$ cat config.mk
export PLATFORM = sky130hd
export DESIGN_NAME = lsch_handler
export DESIGN_NICKNAME = d
export VERILOG_FILES = /design/src/lsch_pkg.sv /design/src/lsch_handler.sv
export SDC_FILE = /design/constraint.sdc
export NUM_CORES = 1
export LEC_CHECK = 0
export BUFFER_PORTS_ARGS = -buffer_cell sky130_fd_sc_hd__buf_2
export CELL_PAD_IN_SITES_DETAIL_PLACEMENT = 0
export CELL_PAD_IN_SITES_GLOBAL_PLACEMENT = 2
export CORE_MARGIN = 2
export CORE_UTILIZATION = 37
export DETAILED_ROUTE_END_ITERATION = 8
export GPL_TIMING_DRIVEN = 0
export PLACE_DENSITY_LB_ADDON = 0.1
export SYNTH_ARGS = -nofsm -noshare
export SYNTH_HDL_FRONTEND = slang
export SYNTH_SLANG_ARGS = --single-unit
$ cat constraint.sdc
create_clock -name mclk -period 12.8 [get_ports mclk]
set_input_delay 3.2 -clock mclk [delete_from_list [all_inputs] [get_ports mclk]]
set_output_delay 3.2 -clock mclk [all_outputs]
set_load 0.005 [all_outputs]
$ cat src/lsch_pkg.sv
// Constants, types and character codes for the laser serial command handler
// How it works
// - Frames carry a two-digit decimal unit number, tens character then units character.
// - Start command answers ACK when ready to fire, otherwise NAK.
// - Not ready on any alarm, high voltage off, uncharged, or not host control.
// - An accepted stop command ends laser output.
// - Stop, error clear, lamp and crystal resets need host control, else NAK.
// - Host link control is control method value two.
// - An accepted error clear drops the error signal output, unless a fault is still present.
// - An accepted lamp reset clears the lamp total counter.
// - Good-count reset clears the counter of good shots.
// - An accepted crystal reset clears the crystal usage counter.
// - Fault read replies with fault code digits, tens first then units.
// - Fault read reports every fault code present, not only the first.
// - With no fault present the fault read reports zero-zero.
// - Interlock faults carry their own codes.
// - Coolant faults and the resistivity caution carry distinct codes.
// - Power path faults carry distinct codes.
// - Setting and limit violations carry distinct codes.
// - Component faults carry distinct codes.
`default_nettype none
package lsch_pkg;
	// Link characters
	localparam logic [7:0] CH_STX   = 8'h02;
	localparam logic [7:0] CH_ETX   = 8'h03;
	localparam logic [7:0] CH_ACK   = 8'h06;
	localparam logic [7:0] CH_NAK   = 8'h15;
	localparam logic [7:0] CH_ZERO  = 8'h30;
	localparam logic [7:0] CH_DOLR  = 8'h24;
	localparam logic [7:0] CH_NINE  = 8'h39;
	localparam logic [7:0] CH_ONE   = 8'h31;
	localparam logic [7:0] CH_TWO   = 8'h32;
	localparam logic [7:0] CH_THREE = 8'h33;
	localparam logic [7:0] CH_C     = 8'h43;
	localparam logic [7:0] CH_R     = 8'h52;
	localparam logic [7:0] CH_T     = 8'h54;
	// Control method value for host link control
	localparam logic [2:0] METHOD_HOST = 3'h2;
	// Assigned fault codes; bit 0 is normal and never a fault
	localparam logic [63:0] CODE_MASK = 64'h0b7ff0df_e019fd1e;
	localparam logic [5:0]  CODE_LAST = 6'h3f;
	// Wishbone byte offsets
	localparam logic [7:0] ADR_UNIT   = 8'h00;
	localparam logic [7:0] ADR_STATUS = 8'h04;
	localparam logic [7:0] ADR_LAMP   = 8'h08;
	localparam logic [7:0] ADR_GOOD   = 8'h0c;
	localparam logic [7:0] ADR_CRYST  = 8'h10;
	localparam logic [7:0] UNIT_RST   = 8'h00;
	// Wishbone request from the master
	typedef struct packed {
		logic        cyc;
		logic        stb;
		logic        we;
		logic [3:0]  sel;
		logic [7:0]  adr;
		logic [31:0] dat;
	} lsch_wb_req_t;
	// Status word read back by software
	typedef struct packed {
		logic       laserOn;
		logic       errSig;
		logic       ready;
		logic [2:0] method;
	} lsch_stat_t;
	// Decoded host commands
	typedef enum {
		CMD_NONE, CMD_START, CMD_STOP, CMD_CLRERR,
		CMD_RSTLAMP, CMD_RSTGOOD, CMD_RSTCRY, CMD_READERR
	} lsch_cmd_t;
endpackage
`default_nettype wire

$ cat src/lsch_handler.sv
// Laser serial command handler: frame receiver, command execution, replies, counters
//
// The register offsets and the Wishbone slave port were left to the implementer.
`timescale 1ns/1ns
`default_nettype none
module lsch_handler
	import lsch_pkg::*;
(
	// Clock, reset, enable
	input  wire logic         mclk,
	input  wire logic         rst,
	input  wire logic         ce,
	// Wishbone slave
	input  wire lsch_wb_req_t wbReq,
	output logic [31:0]       wbDatO,
	output logic              wbAck,
	// Host link characters in
	input  wire logic [7:0]   rxData,
	input  wire logic         rxValid,
	output logic              rxReady,
	// Host link characters out
	output logic [7:0]        txData,
	output logic              txValid,
	input  wire logic         txReady,
	// Laser state
	input  wire logic [63:0]  faults,
	input  wire logic         highVoltageOn,
	input  wire logic         charged,
	input  wire logic [2:0]   controlMethod,
	input  wire logic         shotPulse,
	input  wire logic         goodPulse,
	// Laser outputs
	output logic              laserEnable,
	output logic              errorSignal
);
	// ****************************************
	// Decoding helpers
	// ****************************************
	function automatic lsch_cmd_t cmdOf(input logic [7:0] a, input logic [7:0] b);
		cmdOf = CMD_NONE;
		if (a == CH_DOLR && b == CH_ZERO) cmdOf = CMD_START;
		if (a == CH_DOLR && b == CH_NINE) cmdOf = CMD_STOP;
		if (a == CH_C && b == CH_ZERO) cmdOf = CMD_CLRERR;
		if (a == CH_C && b == CH_ONE) cmdOf = CMD_RSTLAMP;
		if (a == CH_C && b == CH_TWO) cmdOf = CMD_RSTGOOD;
		if (a == CH_C && b == CH_THREE) cmdOf = CMD_RSTCRY;
		if (a == CH_R && b == CH_T) cmdOf = CMD_READERR;
	endfunction
	function automatic logic [7:0] asciiTens(input logic [5:0] c);
		asciiTens = CH_ZERO + 8'(c / 6'd10);
	endfunction
	function automatic logic [7:0] asciiUnits(input logic [5:0] c);
		asciiUnits = CH_ZERO + 8'(c % 6'd10);
	endfunction
	// ****************************************
	// Declarations
	// ****************************************
	typedef enum {R_IDLE, R_U1, R_U0, R_K1, R_K0, R_ETX, R_BCC} lsch_rx_t;
	typedef enum {T_IDLE, T_ACK, T_STX, T_U1, T_U0, T_R, T_T, T_SCAN,
		T_E1, T_E0, T_ETX, T_BCC} lsch_tx_t;
	lsch_rx_t    rxSt_r;
	lsch_tx_t    txSt_r, txSt_nxt;
	logic [7:0]  rxU1_r, rxU0_r, k1_r, k0_r, rxBcc_r, txBcc_r;
	logic [7:0]  unitNum_r, txData_r, byteNxt;
	logic        txValid_r, load, ackFlag_r, laser_r, errSig_r, ack_r;
	logic [31:0] lampCnt_r, goodCnt_r, crystCnt_r, wbDat_r, rdMux;
	logic [63:0] snap_r;
	logic [5:0]  idx_r, codeSel_r;
	logic        found_r;
	logic        rxTake, canLoad, unitHit, exec, alarm, hostMode, ready, accept;
	lsch_cmd_t   cmd;
	lsch_stat_t  stat;
	// Readiness and mode
	assign hostMode = (controlMethod == METHOD_HOST);
	assign alarm    = |(faults & CODE_MASK);
	assign ready    = !alarm && highVoltageOn && charged && hostMode;
	assign stat     = '{laserOn: laser_r, errSig: errSig_r, ready: ready,
		method: controlMethod};
	// ****************************************
	// Frame receiver
	// ****************************************
	// Characters are refused while a reply is in progress
	assign rxReady = (txSt_r == T_IDLE);
	assign rxTake  = ce && rxValid && rxReady;
	assign cmd     = cmdOf(k1_r, k0_r);
	assign unitHit = (rxU1_r == {4'h3, unitNum_r[7:4]})
		&& (rxU0_r == {4'h3, unitNum_r[3:0]});
	// Only a frame with a good check and our unit number executes
	assign exec    = rxTake && rxSt_r == R_BCC && rxData == rxBcc_r && unitHit;
	// Receive state and field capture; STX restarts the frame anywhere except in the check character position
	always_ff @(posedge mclk or posedge rst)
		if (rst)
		begin
			rxSt_r  <= R_IDLE;
			rxU1_r  <= 8'h00;
			rxU0_r  <= 8'h00;
			k1_r    <= 8'h00;
			k0_r    <= 8'h00;
			rxBcc_r <= 8'h00;
		end
		else if (rxTake)
		begin
			rxBcc_r <= rxBcc_r ^ rxData;
			case (rxSt_r)
				R_U1:    begin rxU1_r <= rxData; rxSt_r <= R_U0; end
				R_U0:    begin rxU0_r <= rxData; rxSt_r <= R_K1; end
				R_K1:    begin k1_r <= rxData; rxSt_r <= R_K0; end
				R_K0:    begin k0_r <= rxData; rxSt_r <= R_ETX; end
				R_ETX:   rxSt_r <= (rxData == CH_ETX) ? R_BCC : R_IDLE;
				default: rxSt_r <= R_IDLE;
			endcase
			if (rxData == CH_STX && rxSt_r != R_BCC)
			begin
				rxSt_r  <= R_U1;
				rxBcc_r <= 8'h00;
			end
		end
	// ****************************************
	// Command execution
	// ****************************************
	always_comb
	begin
		case (cmd)
			CMD_START:   accept = ready;
			CMD_STOP, CMD_CLRERR, CMD_RSTLAMP, CMD_RSTCRY: accept = hostMode;
			CMD_RSTGOOD, CMD_READERR: accept = 1'b1;
			default:     accept = 1'b0;
		endcase
	end
	// Answer flag and laser enable
	always_ff @(posedge mclk or posedge rst)
		if (rst)
		begin
			ackFlag_r <= 1'b0;
			laser_r   <= 1'b0;
		end
		else if (ce && exec)
		begin
			ackFlag_r <= accept;
			if (cmd == CMD_START && accept)
				laser_r <= 1'b1;
			if (cmd == CMD_STOP && accept)
				laser_r <= 1'b0;
		end
	// Error signal: a present fault keeps it set even against a clear
	always_ff @(posedge mclk or posedge rst)
		if (rst)
			errSig_r <= 1'b0;
		else if (ce)
			errSig_r <= alarm || (errSig_r && !(exec && cmd == CMD_CLRERR && accept));
	// Counters; a shot arriving in the clearing cycle still counts
	always_ff @(posedge mclk or posedge rst)
		if (rst)
		begin
			lampCnt_r  <= 32'h0;
			goodCnt_r  <= 32'h0;
			crystCnt_r <= 32'h0;
		end
		else if (ce)
		begin
			lampCnt_r  <= ((exec && cmd == CMD_RSTLAMP && accept) ? 32'h0 : lampCnt_r)
				+ {31'h0, shotPulse};
			goodCnt_r  <= ((exec && cmd == CMD_RSTGOOD) ? 32'h0 : goodCnt_r)
				+ {31'h0, goodPulse};
			crystCnt_r <= ((exec && cmd == CMD_RSTCRY && accept) ? 32'h0 : crystCnt_r)
				+ {31'h0, shotPulse};
		end
	// ****************************************
	// Reply transmitter
	// ****************************************
	assign canLoad = !txValid_r || txReady;
	always_comb
	begin
		txSt_nxt = txSt_r;
		load     = 1'b1;
		byteNxt  = 8'h00;
		case (txSt_r)
			T_IDLE:
			begin
				load = 1'b0;
				if (exec)
					txSt_nxt = (cmd == CMD_READERR) ? T_STX : T_ACK;
			end
			T_ACK: begin byteNxt = ackFlag_r ? CH_ACK : CH_NAK; txSt_nxt = T_IDLE; end
			T_STX: begin byteNxt = CH_STX; txSt_nxt = T_U1; end
			T_U1:  begin byteNxt = {4'h3, unitNum_r[7:4]}; txSt_nxt = T_U0; end
			T_U0:  begin byteNxt = {4'h3, unitNum_r[3:0]}; txSt_nxt = T_R; end
			T_R:   begin byteNxt = CH_R; txSt_nxt = T_T; end
			T_T:   begin byteNxt = CH_T; txSt_nxt = T_SCAN; end
			T_SCAN:
			begin
				load = 1'b0;
				if (snap_r[idx_r])
					txSt_nxt = T_E1;
				else if (idx_r == CODE_LAST)
					txSt_nxt = found_r ? T_ETX : T_E1;
			end
			T_E1:  begin byteNxt = asciiTens(codeSel_r); txSt_nxt = T_E0; end
			T_E0:
			begin
				byteNxt  = asciiUnits(codeSel_r);
				txSt_nxt = (codeSel_r == 6'h0 || idx_r == CODE_LAST) ? T_ETX : T_SCAN;
			end
			T_ETX: begin byteNxt = CH_ETX; txSt_nxt = T_BCC; end
			T_BCC: begin byteNxt = txBcc_r; txSt_nxt = T_IDLE; end
			default: begin load = 1'b0; txSt_nxt = T_IDLE; end
		endcase
		// Hold the state while the link has not taken the last character
		if (load && !canLoad)
		begin
			load     = 1'b0;
			txSt_nxt = txSt_r;
		end
	end
	// Output character register and reply check character
	always_ff @(posedge mclk or posedge rst)
		if (rst)
		begin
			txSt_r    <= T_IDLE;
			txData_r  <= 8'h00;
			txValid_r <= 1'b0;
			txBcc_r   <= 8'h00;
		end
		else if (ce)
		begin
			txSt_r <= txSt_nxt;
			if (load)
			begin
				txData_r  <= byteNxt;
				txValid_r <= 1'b1;
				txBcc_r   <= (txSt_r == T_STX) ? 8'h00 : txBcc_r ^ byteNxt;
			end
			else if (txReady)
				txValid_r <= 1'b0;
		end
	// Fault scan: snapshot at command time so the list is self-consistent
	always_ff @(posedge mclk or posedge rst)
		if (rst)
		begin
			snap_r    <= 64'h0;
			idx_r     <= 6'h1;
			codeSel_r <= 6'h0;
			found_r   <= 1'b0;
		end
		else if (ce)
		begin
			if (exec)
			begin
				snap_r  <= faults & CODE_MASK;
				idx_r   <= 6'h1;
				found_r <= 1'b0;
			end
			else if (txSt_r == T_SCAN)
			begin
				if (snap_r[idx_r])
				begin
					codeSel_r <= idx_r;
					found_r   <= 1'b1;
				end
				else if (idx_r == CODE_LAST)
					codeSel_r <= 6'h0;
				else
					idx_r <= idx_r + 6'h1;
			end
			else if (txSt_r == T_E0 && load && txSt_nxt == T_SCAN)
				idx_r <= idx_r + 6'h1;
		end
	// ****************************************
	// Wishbone slave
	// ****************************************
	always_comb
	begin
		case (wbReq.adr)
			ADR_UNIT:   rdMux = {24'h0, unitNum_r};
			ADR_STATUS: rdMux = {26'h0, stat};
			ADR_LAMP:   rdMux = lampCnt_r;
			ADR_GOOD:   rdMux = goodCnt_r;
			ADR_CRYST:  rdMux = crystCnt_r;
			default:    rdMux = 32'h0;
		endcase
	end
	// One wait state: ack follows the request by one edge, unmapped reads zero
	always_ff @(posedge mclk or posedge rst)
		if (rst)
		begin
			ack_r     <= 1'b0;
			wbDat_r   <= 32'h0;
			unitNum_r <= UNIT_RST;
		end
		else if (ce)
		begin
			ack_r   <= wbReq.cyc && wbReq.stb && !ack_r;
			wbDat_r <= rdMux;
			if (wbReq.cyc && wbReq.stb && !ack_r && wbReq.we
				&& wbReq.sel[0] && wbReq.adr == ADR_UNIT)
				unitNum_r <= wbReq.dat[7:0];
		end
	assign wbAck       = ack_r;
	assign wbDatO      = wbDat_r;
	assign txData      = txData_r;
	assign txValid     = txValid_r;
	assign laserEnable = laser_r;
	assign errorSignal = errSig_r;
endmodule
`default_nettype wire

## Yosys cells after proc, flatten, opt, wreduce, memory -nomap -nowiden

Cells that the tools add are included.

- Flip-flop bits (word level): 312
- Input bits: 131
- Output and inout bits: 45
- Logic and storage cells: 208

- Add/sub/neg operators: 6
- Div/mod/pow operators: 2
- Magnitude comparators: 1
- Equality and inequality tests: 58
- Muxes and demuxes: 45
- Bitwise operators: 3
- Reductions and logical operators: 70

Operator list:

| kind | number |
|---|---|
| 32-bit by 3-bit equality test with 1-bit output (second input constant) | 13 |
| 32-bit 2-to-1 mux | 12 |
| 32-bit by 4-bit equality test with 1-bit output (second input constant) | 11 |
| 32-bit case mux with 10 select lines | 1 |
| 32-bit by 2-bit equality test with 1-bit output (second input constant) | 7 |
| 32-bit case mux with 5 select lines | 1 |
| 32-bit by 1-bit adder with 32-bit output | 3 |
| 32-bit by 1-bit equality test with 1-bit output (second input constant) | 3 |
| 8-bit case mux with 10 select lines | 1 |
| 32-bit logical NOT | 2 |
| 8-bit by 6-bit equality test with 1-bit output (second input constant) | 6 |
| 6-bit 2-to-1 mux | 7 |
| 38-bit OR reduction | 1 |
| 1-bit logical AND | 36 |
| 32-bit by 5-bit equality test with 1-bit output (second input constant) | 1 |
| 32-bit by 4-bit inequality test with 1-bit output (second input constant) | 1 |
| 8-bit by 7-bit equality test with 1-bit output (second input constant) | 3 |
| 2-bit AND reduction | 9 |
| 6-bit by 8-bit adder with 8-bit output (first input constant) | 2 |
| 8-bit by 2-bit equality test with 1-bit output (second input constant) | 2 |
| 8-bit by 4-bit equality test with 1-bit output (second input constant) | 2 |
| 8-bit by 6-bit equality test with 1-bit output | 2 |
| 8-bit 2-to-1 mux | 2 |
| 8-bit XOR | 2 |
| 30 further kinds | 55 |

## Depth between registers and ports, before layout

Gate-level depths: netlist (run 1).

- Depth after elaboration: 19
- Mapped depth: 17
- Mapped depth without buffers: 15

## Least setup slack after synthesis (run 1)

No wires, ideal clock.

- Kind: input to register
- From: input port rxData[0]
- To: register lampCnt_r[27]
- Library setup time: 0.121 ns
- Arrival time: 6.229 ns
- Data required time: 12.679 ns
- Path slack: 6.450 ns
- Stages: 16
- Buffers on the path: 3
- Cell sequence: clkbuf_1 -> xor2_1 -> or4_4 -> nor4_2 -> nand4_2 -> nor4_2 -> buf_2 -> nor2b_1 -> ha_1 -> and3_1 -> and2_1 -> and4_1 -> clkbuf_1 -> nand3_1 -> xor2_1 -> nor2_1

- Longest elaborated chain between the ends: 7

Ends and longest elaborated chain:

| what | RTL line | RTL |
|---|---|---|
| start: declaration | lsch_handler.sv:18 | `input wire logic [7:0] rxData,` |
| 8-bit equality test | lsch_handler.sv:89 | `assign exec = rxTake && rxSt_r == R_BCC && rxData == rxBcc_r && unitHit;` |
| 1-bit logical AND (2 in a row) | lsch_handler.sv:89 |  |
| 1-bit logical AND (2 in a row) | lsch_handler.sv:161 | `lampCnt_r <= ((exec && cmd == CMD_RSTLAMP && accept) ? 32'h0 : lampCnt_r)` |
| 32-bit 2-to-1 mux | lsch_handler.sv:161 |  |
| 32-bit by 1-bit adder with 32-bit output | lsch_handler.sv:162 | `+ {31'h0, shotPulse};` |
| end signal: assignment | lsch_handler.sv:161 |  |
| end: declaration | lsch_handler.sv:66 | `logic [31:0] lampCnt_r, goodCnt_r, crystCnt_r, wbDat_r, rdMux;` |

Every way passes these cells.
A chain may end at the register's enable or synchronous reset.

## Worst setup path in the final report (run 1)

- From: input port rxData[0]
- To: register lampCnt_r[31]

The elaborated chain is that of the path after synthesis.

==> results of run 1 <==
[worst max-delay path: cells and delay by family]
kind | cells | cell delay, ns
simple gates | 10 | 2.71
fa+ha+maj | 1 | 0.20
xor+xnor | 2 | 0.34
buf+inv | 3 | 0.97
[cell type report]
| cell class | count | area [sq um] | area share [%] |
|---|---|---|---|
| multi-input cells | 1106 | 7250 | 42.1 |
| flip-flops and latches | 283 | 7080 | 41.1 |
| clock buffers | 54 | 1080 | 6.26 |
| well taps | 525 | 657 | 3.81 |
| repair buffers | 114 | 616 | 3.57 |
| plain buffers | 79 | 334 | 1.94 |
| clock inverters | 8 | 123 | 0.711 |
| inverters | 23 | 93.8 | 0.544 |
| diodes | 1 | 2.50 | 0.0145 |
[final timing paths]
check / end / cells past startpoint / from
worst max-delay path: lampCnt_r[31]$_DFFE_PP0P_ / 16 / rxData[0]
worst min-delay path: snap_r[14]$_DFFE_PP0P_ / 2 / snap_r[14]$_DFFE_PP0P_
worst max register to register: lampCnt_r[31]$_DFFE_PP0P_ / 15 / txSt_r[21]$_DFFE_PP0P_
worst min register to register: snap_r[14]$_DFFE_PP0P_ / 2 / snap_r[14]$_DFFE_PP0P_
max in group asynchronous: txSt_r[21]$_DFFE_PP0P_ / 4 / rst
min in group asynchronous: wbAck$_DFFE_PP0P_ / 2 / rst
[cell families (layout without fill, tap and decap cells)]
family / count (synthesis) / in the layout / synth area share [%]
fa+ha+maj: 10 / 10 / 0.848
buf+inv: 102 / 278 / 2.85
xor+xnor: 111 / 111 / 6.59
flops: 283 / 283 / 48.0
other cells: 1 / 2 / 0.0254
mux: 103 / 103 / 8.20
simple gates: 658 / 658 / 22.9
compound gates: 223 / 223 / 10.6
[cell usage in the layout, fill, tap and decap left out, drive strengths merged, types with 9 or more instances in the layout]
| cell | n |
|---|---|
| a21o | 12 |
| a21oi | 36 |
| a22oi | 28 |
| a31oi | 10 |
| and3 | 20 |
| and4 | 15 |
| buf | 138 |
| clkbuf | 109 |
| dfrtp | 282 |
| ha | 10 |
| inv | 22 |
| mux2 | 82 |
| mux2i | 17 |
| nand2 | 216 |
| nand2b | 9 |
| nand3 | 60 |
| nand3b | 10 |
| nand4 | 33 |
| nor2 | 141 |
| nor2b | 47 |
| nor3 | 26 |
| nor4 | 29 |
| o21ai | 42 |
| o2bb2ai | 26 |
| or3 | 11 |
| xnor2 | 53 |
| xor2 | 58 |
[power by group through the flow]
stage               logic [uW]  clock network (uW)  registers (uW)
floorplan                  327                   0            1050
global placement           456                   0            1070
detailed placement         461                   0            1080
CTS                        464                1060            1060
global route               515                1100            1070
finish                     459                1030            1060
[layer usage]
| layer | vias to the layer above | GRT usage, % | part of all wire (%) |
|---|---|---|---|
| met5 | - | 0 | 0.030 |
| li1 | 5597 | - | - |
| met3 | 64 | 3.95 | 4.0 |
| met1 | 5611 | 28.9 | 47 |
| met2 | 190 | 34.6 | 47 |
| met4 | 2 | 5.14 | 2.0 |
[stage by stage]
step | cell area, sq um | setup TNS, ns | hold slack (ns) | utilization, % | setup WS, ns
finish | 17200 | 0 | 0.463 | 43.6 | 5.76
CTS | 17200 | 0 | 0.467 | 43.6 | 5.79
detailed placement | 16000 | 0 | 0.455 | 40.5 | 5.22
global placement | 16000 | -548.39 | 0.447 | 40.4 | -1.98
floorplan | 14700 | 0 | 0.433 | - | 1.79
global route | 17200 | 0 | 0.488 | 43.6 | 5.46
[registers in the layout, indices dropped and copies added, names as in the netlist, 3 cells and up]
name,cells
goodCnt_r,32
txData,8
rxBcc_r,8
codeSel_r,6
k1_r,8
txSt_r,32
txBcc_r,8
lampCnt_r,32
k0_r,8
wbDatO,32
rxU0_r,8
rxSt_r,3
snap_r,38
crystCnt_r,32
idx_r,6
unitNum_r,8
rxU1_r,8
==> metrics.cfg, run 1 <==
[grt]
antenna_found_initial=2
grt_pass1_vias=11838
overflow=0
grt_max_degree=105
grt_pass1_wl_microns=68300
grt_usage_pct=21.1

[die]
initial_core_util_pct=37.3
die_y_microns=204
ios=176
core_sq_um=39500
rows=73
die_width_microns=204
dieArea_sq_um=41500

[yosys]
yosys.area.top_type=dfrtp_1
synth-edff-count=0
synthesis.nets=1632
synth_cell_types=82
yosys.cell_count.top_type=dfrtp_1
synth_ff_type=dfrtp_1
netlist_top_cells_area=dfrtp_1 (48%), mux2_2 (5.7%), nand2_1 (5.5%)
seq_area_frac_synth_pct=48.0
synth.cell_area_sq_um=14700
yosys_register_bits=283
synth_top_area_share_pct=47.9
avgSynthCellArea_sq_um=9.89
yosys_warnings=0
synth_common_cells=dfrtp_1 (282), nand2_1 (216), nor2_1 (140)
netlist_instances=1491
ys_async_sr_fraction_pct=100

[timing]
worstMarginPinSlew_ns=1.21
setup_viol=0
relSlewSlack_pct=19.2
finalCritPeriodShare_pct=55.0
fin_crit_ns=7.04
skew_ns=0.0176
finalHoldViolCount=0
finalMaxSlewViolations=0
rsz0062_at_grt=no
max_freq_ghz=0.142

[routing]
vias=11464
dr.first_iter.drc_count=735
post_drt_wl_per_cell_microns=19.5
drt_wl_total_microns=42700
drc=0
ant_nets=0
first_pass_iters=5
routed_via_density=5.23

[power]
p_int_uw=1810
power_frac_clock_pct=40.5
swShare_pct=29.0
power_density_nw_per_um2=148
comb_power_share_pct=18.0
p_switching_uw=741
vdd_drop_max_uv=108
seq_power_share_pct=41.6
p_leak_uw=0.00790
power_uw=2550

[placement]
port_buffers=112
dp_hpwl_microns=31700
gp_congestion=0.812
dp_cells=2130

[cts]
postCtsSetupBuffers=0
cts_htree_levels=2
hold_buffers=0
cts_resized=0
root_buffer=clkbuf_16
clk_pin_slew_worst_paths_ns=0.06
cts_tree=yes
clk_latency_ns=0.55
clk_path_buf_depth=3
numCtsBuffers=35
cts.sinks=283

[worst_setup_path]
path_cells=clkbuf_1 -> xor2_1 -> or4_4 -> nor4_2 -> nand4_2 -> nor4_2 -> buf_2 -> nor2b_1 -> ha_1 -> and3_1 -> and2_1 -> and4_1 -> clkbuf_1 -> nand3_1 -> xor2_1 -> nor2_1
crit_type=in2reg
end_kind=register
worstPathMaxFanout=10
slowest_stage=nor4_2
reg2reg_slack_ns=7.68
start_kind=primary input
arrival_ns=7.45
critPathMaxStageDelay_ns=0.71
cp.required_ns=13.21

[finish]
final_cells=2193
drive_gt1_share_pct=18.5
nFillCells=3898
area_growth_syn_to_layout_pct=16.9
nets=1783

[status]
status=finished, final reports clean

[hold_path]
hp-class=reg2reg

[flow_run]
max_cap_viol_count=0

No activity file was read; power rests on OpenSTA's default activity.
==> run 2, diff against run 1 <==
- CORE_UTILIZATION: 37 -> 34
- clock period: 12.8 -> 5.6 ns (I/O delays scaled with it)
==> run 2 against run 1 <==
Net effect:
- design area grew 1.1%
- sequential cell count is the same
- wire length grew 2.1%
- register-to-register slack lost 7.1 ns
- sequential power grew 130%
- utilization shrank 3.0 points
- die area grew 8.6%
- largest cell class unchanged
- clock skew grew 0.0017 ns
- worst setup slack lost 5.3 ns
==> metrics.cfg, run 2 (synthesis gave the netlist of run 1 again) <==
[status]
status=finished, final reports clean

[timing]
fin_crit_ns=5.16
finalHoldViolCount=0  ; unchanged
finalCritPeriodShare_pct=92.1
finalMaxSlewViolations=0  ; unchanged
fin_setup_tns_ns=0  ; unchanged
max_freq_ghz=0.194
worstMarginPinSlew_ns=1.17  ; -0.0392 ns
relSlewSlack_pct=20.9  ; +1.7 points
skew_ns=0.0194  ; +0.00172 ns
rsz0062_at_grt=no
setup_viol=0  ; unchanged
setup_ws_ns=0.443  ; -5.32 ns

[cts]
root_buffer=clkbuf_16
cts_resized=0  ; unchanged
cts.sinks=283  ; unchanged
clk_latency_ns=0.54  ; about the same
hold_buffers=0  ; unchanged
cts_htree_levels=2  ; unchanged
cts_tree=yes
numCtsBuffers=36  ; +2.9%
clk_path_buf_depth=3  ; unchanged
clk_pin_slew_worst_paths_ns=0.06  ; about the same
postCtsSetupBuffers=0  ; unchanged

[hold_path]
hold_path.startpoint=snap_r[50]$_DFFE_PP0P_
hp-class=reg2reg
whs_path_depth=2  ; unchanged
holdPathEnd=snap_r[50]$_DFFE_PP0P_

[finish]
largest_reg_flops=38  ; unchanged
diodes=0  ; -1
nets=1790  ; +0.39%
final_common_cell=dfrtp_1
area_growth_syn_to_layout_pct=18.2
drive_gt1_share_pct=18.8  ; +0.36 points
largest-register=snap_r
final_cell_mix=dfrtp_1 (282), nand2_1 (216), nor2_1 (140)

[flow_run]
max_cap_viol_count=0  ; unchanged

[routing]
routed_via_density=5.13  ; -1.9%
post_drt_wl_per_cell_microns=19.3  ; -0.75%
drt_wl_total_microns=43600  ; +2.1%
dr.first_iter.drc_count=599  ; -19%
vias=11570  ; +0.92%
drc=0  ; unchanged
first_pass_iters=5  ; unchanged
ant_nets=0  ; unchanged

[worst_setup_path]
arrival_ns=5.58  ; -1.87 ns
crit_type=in2reg
worstPathMaxFanout=10  ; unchanged
end_kind=register
start_kind=primary input
reg2reg_depth=14  ; -1
regToRegStartpoint=txSt_r[13]$_DFFE_PP0P_
r2r_end=goodCnt_r[28]$_DFFE_PP0P_
cp.required_ns=6.02  ; -7.19 ns
reg2reg_slack_ns=0.61  ; -7.07 ns

[power]
comb_power_share_pct=17.9  ; about the same
p_int_uw=4200  ; +130%
power_frac_clock_pct=41.1  ; +0.6 points
p_leak_uw=0.00797  ; +0.83%
power_density_nw_per_um2=338  ; +130%
seq_power_share_pct=41.1  ; -0.5 points
p_switching_uw=1700  ; +130%
vdd_drop_max_uv=193  ; +78%
swShare_pct=28.8  ; -0.24 points

[grt]
grt_usage_pct=20.0  ; -1.1 points
grt_pass1_vias=11833  ; -0.042%
grt_pass1_wl_microns=69800  ; +2.2%
antenna_found_initial=0  ; -2
grt_max_degree=41  ; -61%
overflow=0  ; unchanged

[die]
die_width_microns=212  ; +4.2%
die_y_microns=212  ; +4.2%
ios=176  ; unchanged
initial_core_util_pct=34.3  ; -3.0 points
dieArea_sq_um=45100  ; +8.6%
rows=76  ; +4.1%
core_sq_um=43000  ; +8.7%

[placement]
port_buffers=112  ; unchanged
post-place-ws_ns=-0.0799  ; -5.30 ns
dp_hpwl_microns=33100  ; +4.1%
gp_congestion=0.802  ; -1.2%

run 2: power groups by stage:
stage	clock network (uW)	registers (uW)	logic, uW
after floorplan	0	2410	748
after global placement	0	2450	1040
after detailed placement	0	2450	1060
after CTS	2510	2420	1070
after global routing	2580	2450	1180
final	2420	2420	1050
run 2: stage by stage:
stage	total power (uW)	cell area (sq um)	utilization, %	instances	hold slack [ns]
floorplan	3160	14800	-	1491	0.433
global placement	3490	16000	37.3	2188	0.446
detailed placement	3520	16200	37.7	2196	0.452
CTS	6000	17400	40.6	2257	0.465
global route	6210	17400	40.6	2257	0.487
finish	5900	17400	40.6	2257	0.458
run 2: final cells by class:
cell class	instances	area (sq um)
fill	4337	25500
inverter	23	90.1
buffer	79	334
timing repair buffer	120	721
multi-input combinational	1106	7250
sequential	283	7080
clock inverter	13	196
clock buffer	48	1030
tap	585	732
run 2: metal layers:
metal  track usage (%)  part of all wire [%]  wire length, microns
met1              28.0                    48                 20900
met2              31.9                    46                 20100
met3              3.00                   3.6                  1570
met4              6.46                   2.5                  1090
met5                 0                     0                     0
run 2: worst max path at each step:
stage	start	to	slack, ns	cells after the start
after floorplan	rst	ackFlag_r$_DFFE_PP0P_	0.45	1
after global placement	rst	txData[7]$_DFFE_PP0P_	-1.62	2
after detailed placement	rxData[0]	lampCnt_r[31]$_DFFE_PP0P_	-0.08	16
after CTS	rxData[0]	goodCnt_r[28]$_DFFE_PP0P_	0.49	15
after global routing	rxData[0]	goodCnt_r[28]$_DFFE_PP0P_	0.19	15
final	rxData[0]	goodCnt_r[28]$_DFFE_PP0P_	0.44	15
run 2: critical path, cell delays in order:
cell	delay (ns)
clkbuf_1	0.37
xor2_1	0.19
or4_4	0.46
nor4_2	0.32
nand4_2	0.22
nor4b_2	0.81
buf_2	0.43
nor2b_1	0.09
ha_1	0.25
and3_1	0.25
nand2_1	0.17
or3_1	0.28
nor2b_1	0.09
xnor2_1	0.17
nor2_1	0.06
==> run 3, diff against run 2 <==
- CORE_UTILIZATION: 34 -> 35
- CTS_BUF_LIST: default -> sky130_fd_sc_hd__clkbuf_2 sky130_fd_sc_hd__clkbuf_4 sky130_fd_sc_hd__clkbuf_8
==> run 3 against run 2 <==
Net effect:
- utilization is 0.96 points higher
- clock power is 7% lower
- critical path depth is 1 higher
- first-iteration DRC count is 29% higher
- critical endpoint is now lampCnt_r[27]$_DFFE_PP0P_
- clock-buffer cell count is 41 higher
- register-to-register slack hardly changed
- critical path type unchanged
==> metrics.cfg, run 3 (synthesis gave the netlist of run 1 again) <==
[status]
status=finished, final reports clean

[power]
seq_power_share_pct=42.3  ; +1.2 points
power_frac_clock_pct=39.3  ; -1.8 points
power_density_nw_per_um2=330  ; -2.4%
p_int_uw=4030  ; -4.0%
power_uw=5720  ; -2.9%
swShare_pct=29.6  ; +0.81 points
p_leak_uw=0.00799  ; +0.33%
comb_power_share_pct=18.4  ; +0.5 points
vdd_drop_max_uv=193  ; -0.34%
p_switching_uw=1690  ; -0.16%

[worst_setup_path]
arrival_ns=5.68  ; +0.10 ns
cp.depth=16  ; +1
reg2reg_depth=15  ; +1
cp.required_ns=6.10  ; +0.08 ns
r2r_end=lampCnt_r[27]$_DFFE_PP0P_
crit_path_start=rxData[0]
end_kind=register
regToRegStartpoint=txSt_r[21]$_DFFE_PP0P_
path_cells=clkbuf_1 -> xor2_1 -> or4_4 -> nor4_2 -> nand4_2 -> nor4_2 -> buf_2 -> nor2b_1 -> ha_1 -> and3_1 -> and2_1 -> and4_1 -> clkbuf_1 -> nand3_1 -> xor2_1 -> nor2_1
slowest_stage=nor4_2
critPathMaxStageDelay_ns=0.65  ; -0.16 ns
crit_type=in2reg
crit_family=simple AND/OR/NAND/NOR gates
reg2reg_slack_ns=0.60  ; about the same
crit_path_end=lampCnt_r[27]$_DFFE_PP0P_
worstPathMaxFanout=10  ; unchanged
path_buf_inv=3  ; +1
start_kind=primary input

[routing]
routed_via_density=5.17  ; +0.93%
post_drt_wl_per_cell_microns=19.6  ; +1.6%
first_pass_iters=7  ; +2
drt_wl_total_microns=44000  ; +1.0%
vias=11605  ; +0.30%
dr.first_iter.drc_count=770  ; +29%
ant_nets=0  ; unchanged
drc=0  ; unchanged

[placement]
gp_congestion=0.827  ; +3.1%
port_buffers=112  ; unchanged
dp_hpwl_microns=32900  ; -0.53%
place_area_sq_um=16100  ; -0.43%
post-place-ws_ns=-0.156  ; -0.0762 ns

[grt]
busiest_layer=met2
grt_usage_pct=20.6  ; +0.53 points
grt_max_degree=43  ; +4.9%
grt_pass1_wl_microns=70300  ; +0.75%
grt_pass1_vias=11989  ; +1.3%
antenna_found_initial=1  ; +1
gr-usage-met3_pct=3.31  ; +0.31 points
met1_usage_pct=28.7  ; +0.69 points
use_met2_pct=32.8  ; +0.88 points
overflow=0  ; unchanged

[timing]
worstMarginPinSlew_ns=1.23  ; +0.0557 ns
finalCritPeriodShare_pct=92.4  ; +0.29 points
relSlewSlack_pct=17.5  ; -3.4 points
setup_ws_ns=0.427  ; -0.0161 ns
fin_setup_tns_ns=0  ; unchanged
max_freq_ghz=0.193  ; -0.31%
finalHoldViolCount=0  ; unchanged
skew_ns=0.0344  ; +0.0150 ns
finalMaxSlewViolations=0  ; unchanged
rsz0062_at_grt=no
fin_crit_ns=5.17  ; +0.0161 ns
setup_viol=0  ; unchanged

[finish]
area_growth_syn_to_layout_pct=17.6
final_area_sq_um=17300  ; -0.55%
largest_reg_flops=38  ; unchanged
final_cell_mix=dfrtp_1 (282), nand2_1 (216), nor2_1 (140)
final_common_cell=dfrtp_1
diodes=0  ; unchanged
drive_gt1_share_pct=20.7  ; +1.8 points
nets=1807  ; +0.95%
largest-register=snap_r

[cts]
postCtsSetupBuffers=0  ; unchanged
cts_resized=0  ; unchanged
root_buffer=clkbuf_8
hold_buffers=0  ; unchanged
clk_path_buf_depth=3  ; unchanged
numCtsBuffers=53  ; +47%
clk_latency_ns=0.64  ; +0.10 ns
cts.sinks=283  ; unchanged
cts_tree=yes
clk_pin_slew_worst_paths_ns=0.06  ; about the same
cts_htree_levels=2  ; unchanged

[hold_path]
hp-class=reg2reg

[die]
dieArea_sq_um=43800  ; -2.8%
die_width_microns=209  ; -1.4%
rows=75  ; -1.3%
initial_core_util_pct=35.3  ; +1.0 points
ios=176  ; unchanged
die_y_microns=209  ; -1.4%
core_sq_um=41800  ; -2.8%

[flow_run]
max_cap_viol_count=0  ; unchanged

## run 3: cell count changes in the layout (fill, tap and decap cells not counted)
| cell | change |
|---|---|
| buf_12 | -1 |
| buf_4 | +1 |
| bufinv_16 | -3 |
| clkbuf_1 | -5 |
| clkbuf_16 | -37 |
| clkbuf_4 | +16 |
| clkbuf_8 | +67 |
| clkinv_2 | -5 |
| clkinv_4 | -1 |
| clkinvlp_4 | -1 |
| inv_6 | +1 |
## run 3: layout make-up
| class | instances | area [sq um] |
|---|---|---|
| Inverter | 23 | 90.1 |
| Sequential cell | 283 | 7080 |
| Tap cell | 539 | 674 |
| Timing Repair Buffer | 120 | 708 |
| Fill cell | 4114 | 24400 |
| Clock buffer | 89 | 1120 |
| Buffer | 79 | 334 |
| Clock inverter | 4 | 73.8 |
| Multi-Input combinational cell | 1106 | 7250 |
## run 3: worst min-delay path by stage
stage | slack [ns] | startpoint | to | depth (start not counted)
detailed placement | 0.45 | snap_r[14]$_DFFE_PP0P_ | snap_r[14]$_DFFE_PP0P_ | 2
floorplan | 0.43 | snap_r[3]$_DFFE_PP0P_ | snap_r[3]$_DFFE_PP0P_ | 2
global placement | 0.45 | snap_r[48]$_DFFE_PP0P_ | snap_r[48]$_DFFE_PP0P_ | 2
finish | 0.46 | snap_r[30]$_DFFE_PP0P_ | snap_r[30]$_DFFE_PP0P_ | 2
global route | 0.47 | snap_r[14]$_DFFE_PP0P_ | snap_r[14]$_DFFE_PP0P_ | 2
CTS | 0.46 | snap_r[14]$_DFFE_PP0P_ | snap_r[14]$_DFFE_PP0P_ | 2
## run 3: power groups by stage
stage	Clock [uW]	Sequential (uW)	Combinational, uW
finish	2250	2420	1050
global route	2410	2450	1180
CTS	2330	2420	1060
detailed placement	0	2460	1060
global placement	0	2450	1040
floorplan	0	2410	748
## run 3: worst reg2reg max path: stages, from the launching register on
cell and delay [ns]:
dfrtp_1 0.37, nor4_1 0.43, nand4_1 0.54, nor2_2 0.62
nand4_2 0.29, nor4_2 0.65, buf_2 0.41, nor2b_1 0.09
ha_1 0.22, and3_1 0.22, and2_1 0.24, and4_1 0.22
clkbuf_1 0.20, nand3_1 0.15, xor2_1 0.17, nor2_1 0.05
## run 3: routing by layer
metal,part of all wire (%),vias to the layer above,wire (microns)
met1,48,5674,21000
met3,3.8,68,1690
li1,-,5640,-
met5,0.036,-,16
met2,46,221,20200
met4,2.4,2,1070
## run 3: stage by stage
step / instances / util (%) / hold slack, ns
after detailed placement: 2150 / 38.6 / 0.451
after floorplan: 1491 / - / 0.433
after global routing: 2243 / 41.5 / 0.473
after global placement: 2142 / 38.3 / 0.446
after CTS: 2243 / 41.5 / 0.463
final: 2243 / 41.5 / 0.462
